`src/squid_cmd_map.svh`:
```
// Purpose: Constants for the remote setting-command interpreter.
// Assumes: Commands arrive already parsed as opcode, channel and value.
// Notes: Times are whole seconds counted from a 25 MHz clock.
// Behaviour
// RQ1: Acquisition stop halts the sample stream and returns the panel to run.
// RQ2: Display channel accepts 1 to 4; resets to channel 1.
// RQ3: Loop clock role 0 is slave, 1 is master; default master.
// RQ4: Gain codes 1-9 for channels 1-3, 1-6 for channel 4; default x1.
// RQ5: Heater command heats, cools down, then auto-tunes; panel shows heater active.
// RQ6: Heat time 1-50 s default 10; cool-down 1-50 default 12.
// RQ7: High-pass 0 is DC, 1 is 0.3 Hz, channels 1-4, default DC.
// RQ8: System state 0 off, 1 run, 2 manual tune, 3 autotune; default off.
// RQ9: Off hides samples; run displays samples and permits acquisition start.
// RQ10: Autotune tunes each active channel in turn; status readable throughout.
// RQ11: Slow slew only when channel gain is x100 or higher; default normal.
// RQ12: GPIB lockout lights remote lamp, locks keypad until local key or value 0.
// RQ13: Serial lockout value 1 locks keypad, remote lamp unchanged.
// RQ14: Low-pass 0 off, 1 500 Hz, 2 5000 Hz, 3 5 Hz; default off.
// RQ15: Offset for channels 1-3 accepts -100 to +100; default 0.
// RQ16: Packet size 1 to 16 samples; default 16.
// RQ17: Bias, modulation and skew are 0-100 percent for channels 1-3; default 0.
// RQ18: Channels 1-3 off, low or high temp; channel 4 off/on; channel 1 low.
// RQ19: Good-tune voltage 0 to 4.5, default 2.0.
// RQ20: Enabled command errors set event bit 5; execution errors event bit 4.
// RQ21: Command mask bit 0 unknown, bit 1 unterminated, bit 2 bad parameter.
// RQ22: Execution mask bits 0-4: tx underflow, rx overflow, bus, parity, tx overflow.
// RQ23: Reading an error register returns its contents then clears it.
// RQ24: After acquisition start, stream continuously over GPIB until stopped.
// RQ25: Out-of-range parameter keeps the setting and flags a bad-parameter error.
`ifndef SQUID_CMD_MAP_SVH
`define SQUID_CMD_MAP_SVH

// ==========================================================
// Timing
`define CLK_HZ 32'd25000000
`define TUNE_STEP_CYCLES 16'd1000

// ==========================================================
// Ranges and defaults
`define CHAN_LO 3'd1
`define LOOP_CHANS 3'd3
`define AUX_CHAN 3'd4
`define GAIN_MAX_LOOP 4'd9
`define GAIN_MAX_AUX 4'd6
`define GAIN_DEF 4'd1
`define GAIN_SLOW_MIN 4'd7
`define OFFSET_MIN (-8'sd100)
`define OFFSET_MAX 8'sd100
`define PCT_MAX 7'd100
`define PACKET_MAX 5'd16
`define TIME_MAX 6'd50
`define HEAT_DEF 6'd10
`define WAIT_DEF 6'd12
`define VOLT_MAX 6'd45
`define VOLT_DEF 6'd20
`define LP_MAX 2'd3
`define SENSOR_MAX 2'd2
`define SENSOR_LTS 2'd1

// ==========================================================
// Error bits
`define CE_UNKNOWN 0
`define CE_UNTERM 1
`define CE_BADPARAM 2
`define ESR_EXEC 4
`define ESR_CMD 5
`define ERR_SEL_CMD 2'd1
`define ERR_SEL_EXEC 2'd2
`define CMD_MASK_USED 8'h07
`define EXEC_MASK_USED 8'h1f

`endif

```
`src/squid_cmd_pkg.sv`:
```
// Purpose: Types for the setting-command interpreter.
// Assumes: Used with squid_cmd_map.svh.
// Notes: Command codes are arbitrary internal encodings.
package squid_cmd_pkg;

	typedef enum logic [4:0] {
		OP_ACQ_STOP = 5'h00,
		OP_ACQ_START = 5'h01,
		OP_DISP_CHAN = 5'h02,
		OP_CLK_ROLE = 5'h03,
		OP_GAIN = 5'h04,
		OP_HEAT = 5'h05,
		OP_HPF = 5'h06,
		OP_STATE = 5'h07,
		OP_SLEW = 5'h08,
		OP_LOCK = 5'h09,
		OP_LPF = 5'h0a,
		OP_OFFSET = 5'h0b,
		OP_PACKET = 5'h0c,
		OP_NBIAS = 5'h0d,
		OP_PBIAS = 5'h0e,
		OP_MOD = 5'h0f,
		OP_SKEW = 5'h10,
		OP_CHAN_CFG = 5'h11,
		OP_HEAT_TIME = 5'h12,
		OP_VOLT = 5'h13,
		OP_WAIT_TIME = 5'h14,
		OP_ERR_EN = 5'h15,
		OP_ERR_READ = 5'h16
	} opcode_t;

	typedef enum logic [1:0] {
		SYS_OFF = 2'b00,
		SYS_RUN = 2'b01,
		SYS_MANUAL = 2'b10,
		SYS_AUTOTUNE = 2'b11
	} sys_state_t;

	typedef enum logic [1:0] {
		HT_IDLE = 2'b00,
		HT_HEAT = 2'b01,
		HT_COOL = 2'b10
	} heat_state_t;

	typedef struct packed {
		opcode_t op;
		logic [2:0] chan;
		logic [15:0] value;
		logic unterminated;
		logic from_serial;
	} cmd_t;

	typedef struct packed {
		logic [3:0] gain;
		logic hpf;
		logic [1:0] lpf;
		logic slow_slew;
		logic [7:0] offset;
		logic [6:0] pbias;
		logic [6:0] nbias;
		logic [6:0] modul;
		logic [6:0] skew;
		logic [1:0] sensor;
	} chan_cfg_t;

	typedef struct packed {
		logic [1:0] st3;
		logic [1:0] st2;
		logic [1:0] st1;
	} tune_stat_t;

endpackage

```
`src/squid_cmd_ctrl.sv`:
```
// Purpose: Executes parsed setting commands and owns the system settings.
// Assumes: The text parser outside delivers one command per cmd_valid pulse.
// Notes: Unknown command and bus errors arrive as pulses from the link side.
`timescale 1ns/10ps
`default_nettype none
`include "squid_cmd_map.svh"

module squid_cmd_ctrl (
	// Clock and reset
	input wire logic clk,
	input wire logic rstn,
	// Parsed command
	input wire logic cmd_valid,
	input var squid_cmd_pkg::cmd_t cmd,
	input wire logic unknown_cmd,
	input wire logic [4:0] exec_err,
	// Panel and tune feedback
	input wire logic local_key,
	input wire logic [2:0] tune_fail,
	// Per-channel configuration
	output squid_cmd_pkg::chan_cfg_t cfg1,
	output squid_cmd_pkg::chan_cfg_t cfg2,
	output squid_cmd_pkg::chan_cfg_t cfg3,
	output squid_cmd_pkg::chan_cfg_t cfg4,
	// System settings
	output squid_cmd_pkg::sys_state_t sys_state,
	output logic [2:0] display_channel,
	output logic loop_clock_master,
	output logic aux_enable,
	output logic [5:0] heat_time,
	output logic [5:0] cooldown_time,
	output logic [5:0] good_tune_volt,
	output logic [4:0] packet_size,
	output logic samples_shown,
	output logic streaming,
	output logic heater_on,
	output logic heater_indicator,
	output logic keypad_locked,
	output logic remote_indicator,
	output squid_cmd_pkg::tune_stat_t tune_status,
	// Error reporting
	output logic [7:0] command_error_enable,
	output logic [7:0] execution_error_enable,
	output logic [7:0] err_read_data,
	output logic err_read_valid,
	output logic [7:0] event_status
);
	import squid_cmd_pkg::*;

	chan_cfg_t cfg [1:4];
	logic [7:0] cmd_err;
	logic [7:0] exec_err_reg;
	logic bad_param;
	logic [5:0] heat_secs;
	logic [24:0] sec_cnt;
	heat_state_t heat_st;
	logic start_tune;
	logic [1:0] tune_ch;
	logic [15:0] tune_cnt;
	logic tuning;
	logic [2:0] ch;
	logic [15:0] v;
	logic loop_ch;
	logic any_ch;
	logic pct_ok;

	assign cfg1 = cfg[1];
	assign cfg2 = cfg[2];
	assign cfg3 = cfg[3];
	assign cfg4 = cfg[4];
	assign ch = cmd.chan;
	assign v = cmd.value;
	assign loop_ch = (ch >= `CHAN_LO) && (ch <= `LOOP_CHANS);
	assign any_ch = (ch >= `CHAN_LO) && (ch <= `AUX_CHAN);
	assign pct_ok = loop_ch && (v <= 16'(`PCT_MAX));

	// ==========================================================
	// Parameter check
	// Values are unsigned except offset, which is two's complement.
	always_comb begin
		bad_param = 1'b0;
		case (cmd.op)
			OP_DISP_CHAN: bad_param = !(v >= 16'd1 && v <= 16'(`AUX_CHAN)); // RQ2
			OP_CLK_ROLE: bad_param = v > 16'd1;
			OP_GAIN: bad_param = !any_ch || v < 16'd1 ||
				v > ((ch == `AUX_CHAN) ? 16'(`GAIN_MAX_AUX) : 16'(`GAIN_MAX_LOOP)); // RQ4
			OP_HPF: bad_param = !any_ch || v > 16'd1;
			OP_STATE: bad_param = v > 16'd3;
			OP_SLEW: bad_param = !loop_ch || v > 16'd1 ||
				(v == 16'd1 && cfg[ch].gain < `GAIN_SLOW_MIN); // RQ11
			OP_LOCK: bad_param = v > 16'd1;
			OP_LPF: bad_param = !any_ch || v > 16'(`LP_MAX);
			OP_OFFSET: bad_param = !loop_ch || $signed(v) < -16'sd100 ||
				$signed(v) > 16'sd100; // RQ15
			OP_PACKET: bad_param = v < 16'd1 || v > 16'(`PACKET_MAX); // RQ16
			OP_NBIAS, OP_PBIAS, OP_MOD, OP_SKEW: bad_param = !pct_ok; // RQ17
			OP_CHAN_CFG: bad_param = !any_ch ||
				v > ((ch == `AUX_CHAN) ? 16'd1 : 16'(`SENSOR_MAX)); // RQ18
			OP_HEAT_TIME, OP_WAIT_TIME: bad_param = v < 16'd1 || v > 16'(`TIME_MAX); // RQ6
			OP_VOLT: bad_param = v > 16'(`VOLT_MAX); // RQ19
			OP_ERR_EN: bad_param = !(ch == 3'(`ERR_SEL_CMD) || ch == 3'(`ERR_SEL_EXEC)) ||
				v > 16'd255;
			OP_ERR_READ: bad_param = !(ch == 3'(`ERR_SEL_CMD) || ch == 3'(`ERR_SEL_EXEC));
			default: bad_param = 1'b0;
		endcase
	end

	// ==========================================================
	// Per-channel settings
	always_ff @(posedge clk) begin
		if (!rstn) begin
			for (int i = 1; i <= 4; i++) begin
				cfg[i] <= '0;
				cfg[i].gain <= `GAIN_DEF; // RQ4
			end
			cfg[1].sensor <= `SENSOR_LTS; // RQ18
		end else if (cmd_valid && !cmd.unterminated && !bad_param) begin // RQ25
			case (cmd.op)
				OP_GAIN: begin
					cfg[ch].gain <= v[3:0];
					// Dropping below x100 forces slew back so it never stays illegal.
					if (v[3:0] < `GAIN_SLOW_MIN)
						cfg[ch].slow_slew <= 1'b0; // RQ11
				end
				OP_HPF: cfg[ch].hpf <= v[0]; // RQ7
				OP_LPF: cfg[ch].lpf <= v[1:0]; // RQ14
				OP_SLEW: cfg[ch].slow_slew <= v[0]; // RQ11
				OP_OFFSET: cfg[ch].offset <= v[7:0]; // RQ15
				OP_PBIAS: cfg[ch].pbias <= v[6:0]; // RQ17
				OP_NBIAS: cfg[ch].nbias <= v[6:0]; // RQ17
				OP_MOD: cfg[ch].modul <= v[6:0]; // RQ17
				OP_SKEW: cfg[ch].skew <= v[6:0]; // RQ17
				OP_CHAN_CFG: cfg[ch].sensor <= v[1:0]; // RQ18
				default: ;
			endcase
		end
	end

	// ==========================================================
	// System settings
	always_ff @(posedge clk) begin
		if (!rstn) begin
			display_channel <= `CHAN_LO; // RQ2
			loop_clock_master <= 1'b1; // RQ3
			heat_time <= `HEAT_DEF; // RQ6
			cooldown_time <= `WAIT_DEF; // RQ6
			good_tune_volt <= `VOLT_DEF; // RQ19
			packet_size <= `PACKET_MAX; // RQ16
			command_error_enable <= 8'h00;
			execution_error_enable <= 8'h00;
		end else if (cmd_valid && !cmd.unterminated && !bad_param) begin
			case (cmd.op)
				OP_DISP_CHAN: display_channel <= v[2:0]; // RQ2
				OP_CLK_ROLE: loop_clock_master <= v[0]; // RQ3
				OP_HEAT_TIME: heat_time <= v[5:0]; // RQ6
				OP_WAIT_TIME: cooldown_time <= v[5:0]; // RQ6
				OP_VOLT: good_tune_volt <= v[5:0]; // RQ19
				OP_PACKET: packet_size <= v[4:0]; // RQ16
				OP_ERR_EN: begin
					if (ch == 3'(`ERR_SEL_CMD))
						command_error_enable <= v[7:0] & `CMD_MASK_USED; // RQ20 RQ21
					else
						execution_error_enable <= v[7:0] & `EXEC_MASK_USED; // RQ22
				end
				default: ;
			endcase
		end
	end

	always_ff @(posedge clk) begin
		if (!rstn)
			aux_enable <= 1'b0;
		else
			aux_enable <= cfg[4].sensor[0];
	end

	// ==========================================================
	// Heater cycle
	// Timer counts whole seconds; tune starts once cool-down ends.
	always_ff @(posedge clk) begin
		if (!rstn) begin
			heat_st <= HT_IDLE;
			sec_cnt <= '0;
			heat_secs <= '0;
			start_tune <= 1'b0;
		end else begin
			start_tune <= 1'b0;
			case (heat_st)
				HT_IDLE: if (cmd_valid && cmd.op == OP_HEAT && !cmd.unterminated) begin
					heat_st <= HT_HEAT; // RQ5
					sec_cnt <= '0;
					heat_secs <= '0;
				end
				default: begin
					if (sec_cnt == 25'(`CLK_HZ - 1)) begin
						sec_cnt <= '0;
						heat_secs <= heat_secs + 6'd1;
						if (heat_st == HT_HEAT && 6'(heat_secs) + 6'd1 >= heat_time) begin
							heat_st <= HT_COOL;
							heat_secs <= '0;
						end else if (heat_st == HT_COOL &&
								6'(heat_secs) + 6'd1 >= cooldown_time) begin
							heat_st <= HT_IDLE;
							start_tune <= 1'b1; // RQ5
						end
					end else
						sec_cnt <= sec_cnt + 25'd1;
				end
			endcase
		end
	end

	always_ff @(posedge clk) begin
		if (!rstn) begin
			heater_on <= 1'b0;
			heater_indicator <= 1'b0;
		end else begin
			heater_on <= (heat_st == HT_HEAT);
			heater_indicator <= (heat_st != HT_IDLE); // RQ5
		end
	end

	// ==========================================================
	// System state, autotune sequencer and stream
	always_ff @(posedge clk) begin
		if (!rstn) begin
			sys_state <= SYS_OFF; // RQ8
			tuning <= 1'b0;
			tune_ch <= 2'd1;
			tune_cnt <= '0;
			tune_status <= {3{2'd3}};
			streaming <= 1'b0;
		end else begin
			if (start_tune || (cmd_valid && !bad_param && !cmd.unterminated &&
					cmd.op == OP_STATE && v[1:0] == 2'(SYS_AUTOTUNE))) begin
				sys_state <= SYS_AUTOTUNE; // RQ5 RQ10
				tuning <= 1'b1;
				tune_ch <= 2'd1;
				tune_cnt <= '0;
				streaming <= 1'b0;
			end else if (cmd_valid && !bad_param && !cmd.unterminated &&
					cmd.op == OP_STATE) begin
				sys_state <= sys_state_t'(v[1:0]); // RQ8
				tuning <= 1'b0;
				streaming <= 1'b0;
			end else if (cmd_valid && cmd.op == OP_ACQ_STOP && !cmd.unterminated) begin
				streaming <= 1'b0; // RQ1
				sys_state <= SYS_RUN; // RQ1
			end else if (cmd_valid && cmd.op == OP_ACQ_START && !cmd.unterminated &&
					sys_state == SYS_RUN && !cmd.from_serial) begin
				streaming <= 1'b1; // RQ9 RQ24
			end else if (tuning) begin
				// One channel at a time; uninstalled channels are skipped at once.
				if (cfg[tune_ch].sensor == 2'd0) begin
					tune_status[2*(tune_ch-1) +: 2] <= 2'd3; // RQ10
					tune_cnt <= `TUNE_STEP_CYCLES;
				end else if (tune_cnt != `TUNE_STEP_CYCLES)
					tune_status[2*(tune_ch-1) +: 2] <= 2'd2; // RQ10
				if (tune_cnt == `TUNE_STEP_CYCLES || cfg[tune_ch].sensor == 2'd0) begin
					if (cfg[tune_ch].sensor != 2'd0)
						tune_status[2*(tune_ch-1) +: 2] <= {1'b0, tune_fail[tune_ch-1]};
					tune_cnt <= '0;
					if (tune_ch == 2'(`LOOP_CHANS))
						tuning <= 1'b0;
					else
						tune_ch <= tune_ch + 2'd1;
				end else
					tune_cnt <= tune_cnt + 16'd1;
			end
		end
	end

	always_ff @(posedge clk) begin
		if (!rstn)
			samples_shown <= 1'b0;
		else
			samples_shown <= (sys_state != SYS_OFF); // RQ9
	end

	// ==========================================================
	// Keypad lockout
	always_ff @(posedge clk) begin
		if (!rstn) begin
			keypad_locked <= 1'b0;
			remote_indicator <= 1'b0;
		end else if (cmd_valid && cmd.op == OP_LOCK && !bad_param && !cmd.unterminated) begin
			keypad_locked <= v[0]; // RQ12 RQ13
			if (!cmd.from_serial)
				remote_indicator <= v[0]; // RQ12
		end else if (local_key && !cmd.from_serial) begin
			keypad_locked <= 1'b0; // RQ12
			remote_indicator <= 1'b0;
		end
	end

	// ==========================================================
	// User error registers and event status
	// A new error in the read cycle is kept: set wins over clear.
	always_ff @(posedge clk) begin
		if (!rstn) begin
			cmd_err <= 8'h00;
			exec_err_reg <= 8'h00;
			err_read_data <= 8'h00;
			err_read_valid <= 1'b0;
			event_status <= 8'h00;
		end else begin
			err_read_valid <= 1'b0;
			if (cmd_valid && cmd.op == OP_ERR_READ && !bad_param && !cmd.unterminated) begin
				err_read_valid <= 1'b1; // RQ23
				if (ch == 3'(`ERR_SEL_CMD)) begin
					err_read_data <= cmd_err;
					cmd_err <= 8'h00;
				end else begin
					err_read_data <= exec_err_reg;
					exec_err_reg <= 8'h00;
				end
			end
			if (unknown_cmd)
				cmd_err[`CE_UNKNOWN] <= 1'b1; // RQ21
			if (cmd_valid && cmd.unterminated)
				cmd_err[`CE_UNTERM] <= 1'b1; // RQ21
			if (cmd_valid && !cmd.unterminated && bad_param)
				cmd_err[`CE_BADPARAM] <= 1'b1; // RQ25
			for (int i = 0; i < 5; i++)
				if (exec_err[i])
					exec_err_reg[i] <= 1'b1; // RQ22
			if (|({5'd0, unknown_cmd, cmd_valid && cmd.unterminated,
					cmd_valid && !cmd.unterminated && bad_param} &
					{command_error_enable[7:3], command_error_enable[0],
					command_error_enable[1], command_error_enable[2]}))
				event_status[`ESR_CMD] <= 1'b1; // RQ20
			if (|(exec_err & execution_error_enable[4:0]))
				event_status[`ESR_EXEC] <= 1'b1; // RQ20
		end
	end

endmodule
`default_nettype wire

```
`config.mk`:
```
export PLATFORM = sky130hd
export DESIGN_NAME = squid_cmd_ctrl
export DESIGN_NICKNAME = d
export VERILOG_FILES = /design/src/squid_cmd_pkg.sv /design/src/squid_cmd_ctrl.sv
export VERILOG_INCLUDE_DIRS = /design/src
export SDC_FILE = /design/constraint.sdc
export NUM_CORES = 1
export LEC_CHECK = 0
export BUFFER_PORTS_ARGS = -buffer_cell sky130_fd_sc_hd__buf_2
export CAP_MARGIN = 30
export CORE_MARGIN = 1.5
export CORE_UTILIZATION = 40
export CTS_BUF_LIST = sky130_fd_sc_hd__clkbuf_8
export CTS_CLUSTER_DIAMETER = 50
export CTS_CLUSTER_SIZE = 30
export DETAILED_ROUTE_END_ITERATION = 6
export GPL_ROUTABILITY_DRIVEN = 0
export PLACE_DENSITY = 0.62
export SLEW_MARGIN = 20
export SYNTH_ARGS = -nofsm -noshare
export SYNTH_HDL_FRONTEND = slang
export SYNTH_SLANG_ARGS = --single-unit
```
`constraint.sdc`:
```
create_clock -name clk -period 5.65 [get_ports clk]
set_clock_uncertainty 0.2 [all_clocks]
set_input_delay 0.8475 -clock clk [delete_from_list [all_inputs] [get_ports clk]]
set_output_delay 0.8475 -clock clk [all_outputs]
set_load 0.02 [all_outputs]
```
Word level (Yosys, flattened, before mapping)
Memory sizes are Yosys's and may differ from the RTL's. A register that Yosys moved wholly into a read port is not among the register bits.
Cells that the tools add are included.
{"block": "totals", "mem_count": 1, "in_bits": 39, "word_cells": 353, "out_inout_bits": 259, "regBits": 122, "mem_bits_rw": 184}
{"block": "op_classes", "reduce_logical": 106, "n_eq_ne": 43, "shift": 4, "n_lt_le_gt_ge": 22, "n_addsub": 6, "n_bitwise": 16, "n_mux": 117}
{"memory": "cfg", "depth": 4, "width": 46, "rd": 6, "rd_ports_with_merged_regs": 1, "write_ports": 4, "line_no": "squid_cmd_ctrl.sv:50", "source": "chan_cfg_t cfg [1:4];"}
{"op": "$mux W6", "n": 14}
{"op": "$mux W25", "n": 3}
{"op": "$mux W1", "n": 69}
{"op": "$shiftx A2 B34 Y6 const A", "n": 2}
{"op": "$mux W46", "n": 1}
{"op": "$reduce_or A46 Y1", "n": 1}
{"op": "$eq A5 B4 Y1 const B", "n": 8}
{"op": "$eq A5 B5 Y1 const B", "n": 7}
{"op": "$neg A32 Y34", "n": 1}
{"op": "$reduce_and A2 Y1", "n": 17}
{"op": "$shift A2 B34 Y6 const A", "n": 1}
{"op": "$shiftx A2 B34 Y6", "n": 1}
{"op": "$gt A16 B6 Y1 const B", "n": 2}
{"op": "$gt A16 B8 Y1 const B", "n": 2}
{"op": "$lt A32 B3 Y1 const B", "n": 1}
{"op": "$reduce_bool A2 Y1", "n": 16}
{"op": "$logic_and A1 B1 Y1", "n": 30}
{"op": "$add A25 B1 Y25 const B", "n": 1}
{"op": "$eq A25 B25 Y1 const B", "n": 1}
{"op": "$mux W2", "n": 12}
{"op": "$eq A5 B3 Y1 const B", "n": 4}
{"op": "$mux W4", "n": 5}
{"op": "$bwmux W6", "n": 3}
{"op": "$add A16 B1 Y16 const B", "n": 1}
{"op": "other kinds (53)", "n": 111}

Logic depth before layout (Yosys ltp)
{"block": "logic_depth", "word_depth": 17, "ltp_mapped": 15, "mapped_depth_nobuf": 11}

Worst setup path before layout
No wires, ideal clock.
{"block": "synth_timing", "path_type": "input -> register", "startpoint": "input port cmd[19] in the netlist's numbering", "endpoint": "memory cfg[1][30] in the netlist's numbering (enable)", "setup_slack_ns": 0.703, "setup_ns": 0.398, "t_required_ns": 5.052, "t_arrival_ns": 4.349, "n_path_buf": 3, "path_stages": 13, "cell_sequence": "clkbuf_1 -> nor2_1 -> nand2_1 -> clkbuf_1 -> ha_1 -> a211oi_1 -> o21ai_0 -> a211oi_1 -> o32ai_4 -> nor4_4 -> nand2_1 -> clkbuf_1 -> o41ai_1"}
{"item": "start: declaration", "line_no": "squid_cmd_ctrl.sv:14", "source": "input var squid_cmd_pkg::cmd_t cmd,"}
{"item": "end: declaration", "line_no": "squid_cmd_ctrl.sv:50"}

==> impl_metrics.tcl <==
set metrics [dict create \
    outcome "finished with violations" \
    violations "design-rule violations" \
    timing.final.ws_setup_ps 943 \
    vias 12400 \
    rsz0062_at_grt "false" \
    seqPwrFrac 0.515 \
    pre_cts_ws_ps 529 \
    layout_commonest_cell "buf_2" \
    slew_violations 0 \
    critPathRequiredTime_ps 5750 \
    drt-initial-drc-count 1134 \
    cts_tree "yes" \
    largest_register_ffs 190 \
    viasPerCell 5.73 \
    routed_wl_um 44600 \
    clk_pin_slew_ps 100 \
    setup_viol_count_final 0 \
    synth-seq-cells 311 \
    max_clock_freq_ghz 0.212 \
    cts_resized 0 \
    num_rows 69 \
    drc_errors 58 \
    ys_seq_area_frac 0.561 \
    grt_max_degree 58 \
    portBuffers 280 \
    crit_family "compound AO/OA/AOI/OAI gates" \
    drtPass1Iterations 7 \
    ioPinCount 298 \
    crit_fanout 44 \
    syn_inst 1393 \
    grt_overflow_total 0 \
    start_util 0.406 \
    grt_first_pass_wirelength_um 68200 \
    num-nets-final 1743 \
    switching_share 0.292 \
    synth-main-ff-cell "edfxtp_1" \
    end_kind "flop" \
    tightest_slew_ps 806 \
    post_cts_buffers 0 \
    cts_hold_buf 0 \
    cp_slowest_cell "nor4_4" \
    finalHoldViolations 0 \
    cts_sinks 311 \
    htree_levels 2 \
    cts_root_buf "clkbuf_8" \
    p_comb_frac 0.117 \
    min_period_ps 4710 \
    syn2layout_area_growth_pct 19.7 \
    vdd_drop_max_mv 0.146 \
    fin_tns_setup_ps 0 \
    final_cell_mix "buf_2, edfxtp_1, nand2_1" \
    numCtsBuffers 37 \
    min_path_type "flop to flop" \
    synth-warning-count 0 \
    die_area_um2 37400 \
    hpwl_um 31700 \
    cp.arrival_ps 4810 \
    slew_headroom 0.463 \
    drive_gt1_frac 0.246 \
    crit_type "primary input to flop" \
    crit_chain "buf_2 -> nor2_1 -> nand2_1 -> ha_1 -> a211oi_1 -> o21ai_0 -> a211oi_1 -> o32ai_4 -> nor4_4 -> nand2_4 -> buf_4 -> o41ai_1 -> buf_4" \
    grt_pass1_vias 11600 \
    netlist_area_um2 14500 \
    grt_antenna_before_repair 10 \
    path_buf_inv 3 \
    synth-edff-count 190 \
    async_flop_share 0 \
    clock_latency_ps 580 \
    power_switching_mw 1.44 \
    p_leak_nw 6.38 \
    ant_nets 0 \
    power_density_nw_per_um2 283 \
    coreArea_um2 35700 \
    maxCapViolations 0 \
    largest_register "cfg" \
    wl_per_cell_um 20.5 \
    fin_crit_sh 0.833 \
    top_regs "cfg x190, sec_cnt x25, tune_cnt x16" \
    dieHeight_um 193 \
    ctsLongestPathBuffers 3 \
    internal-power_mw 3.48 \
    max_stage_delay_ps 470 \
    syn_avg_cell_area_um2 10.4 \
    track_usage 0.232 \
    cp-start-kind "primary input" \
    die_w_um 193 \
    synthDistinctLibCells 76 \
    p_clk_frac 0.368 \
]
-- worst paths after layout --
kind	start	endpoint	slack [ps]	cells past startpoint
worst max-delay path	cmd[19]	cfg[3][10]	940	13
worst max register to register	cfg[3][45]	cfg[3][10]	2150	9
worst min register to register	display_channel[1]	display_channel[1]	270	2
worst min-delay path	display_channel[1]	display_channel[1]	270	2
-- Yosys cell counts (8+ instances only) --
cell type,n,share of area
edfxtp_1,190,0.39
nand2_1,134,0.035
dfxtp_1,121,0.17
nor4_1,104,0.045
clkbuf_1,97,0.025
nor2_1,85,0.022
nor3_1,69,0.024
o21ai_0,56,0.019
nand3_1,55,0.019
a21oi_1,52,0.018
o31ai_1,30,0.016
mux2i_1,29,0.020
ha_1,26,0.022
inv_1,25,0.0065
a211oi_1,20,0.010
nand4_1,19,0.0082
buf_4,18,0.0093
buf_2,17,0.0059
or3_1,17,0.0073
and3_1,16,0.0069
o41ai_1,16,0.0097
a31oi_1,15,0.0065
or4_1,13,0.0067
nand2b_1,12,0.0052
and2_1,10,0.0043
a22oi_1,9,0.0047
a311oi_1,9,0.0054
nand3b_1,9,0.0047
a21o_1,8,0.0041
nor2b_1,8,0.0035
-- routing by layer --
metal | share of wire | track usage
met1 | 0.42 | 0.315
met2 | 0.45 | 0.358
met3 | 0.10 | 0.0656
met4 | 0.027 | 0.0796
met5 | 0.00076 | 0
-- worst register-to-register path: stages (launching register included) --
cell	delay, ps
edfxtp_1	400
and4b_1	210
a211oi_1	200
o311a_1	240
o211ai_1	230
nor4_4	380
nand2_4	310
buf_4	400
o41ai_1	450
buf_4	230
-- cells by family after synthesis --
family	count (synthesis)	share of synthesized area
and+or+nand+nor	588	0.215
other	1	0.000259
AOI/OAI and AO/OA	264	0.126
xor gates and xnor gates	11	0.00665
muxes	29	0.0200
buffers and inverters	163	0.0489
adders and majority gates	26	0.0224
DFF	311	0.561
-- stage by stage --
stage / instances / util / hold WS, ps / power, mW / area (um2)
CTS: 2164 / 0.485 / 265 / 4.96 / 17300
floorplan: 1452 / - / 237 / 2.94 / 14700
global route: 2171 / 0.487 / 287 / 5.10 / 17300
finish: 2173 / 0.487 / 266 / 4.92 / 17400
detailed placement: 2097 / 0.461 / 246 / 3.16 / 16400
global placement: 2097 / 0.461 / 247 / 3.15 / 16400
-- final cells by class --
cell class	count	area [um2]
clock buffer	39	537
sequential	311	8130
timing repair buffer	324	1750
fill	3373	18300
clock inverter	28	329
multi-input combinational	978	5920
tap	461	577
inverter	26	97.6
antenna	6	15.0
-- power by group through the flow --
stage | clock [mW] | combinational (mW) | sequential [mW]
final | 1.81 | 0.578 | 2.53
after global placement | 0 | 0.564 | 2.59
after global routing | 1.94 | 0.619 | 2.54
after CTS | 1.86 | 0.572 | 2.53
after detailed placement | 0 | 0.570 | 2.59
after floorplan | 0 | 0.265 | 2.68
Note: power is estimated with default switching activity, not from simulation.
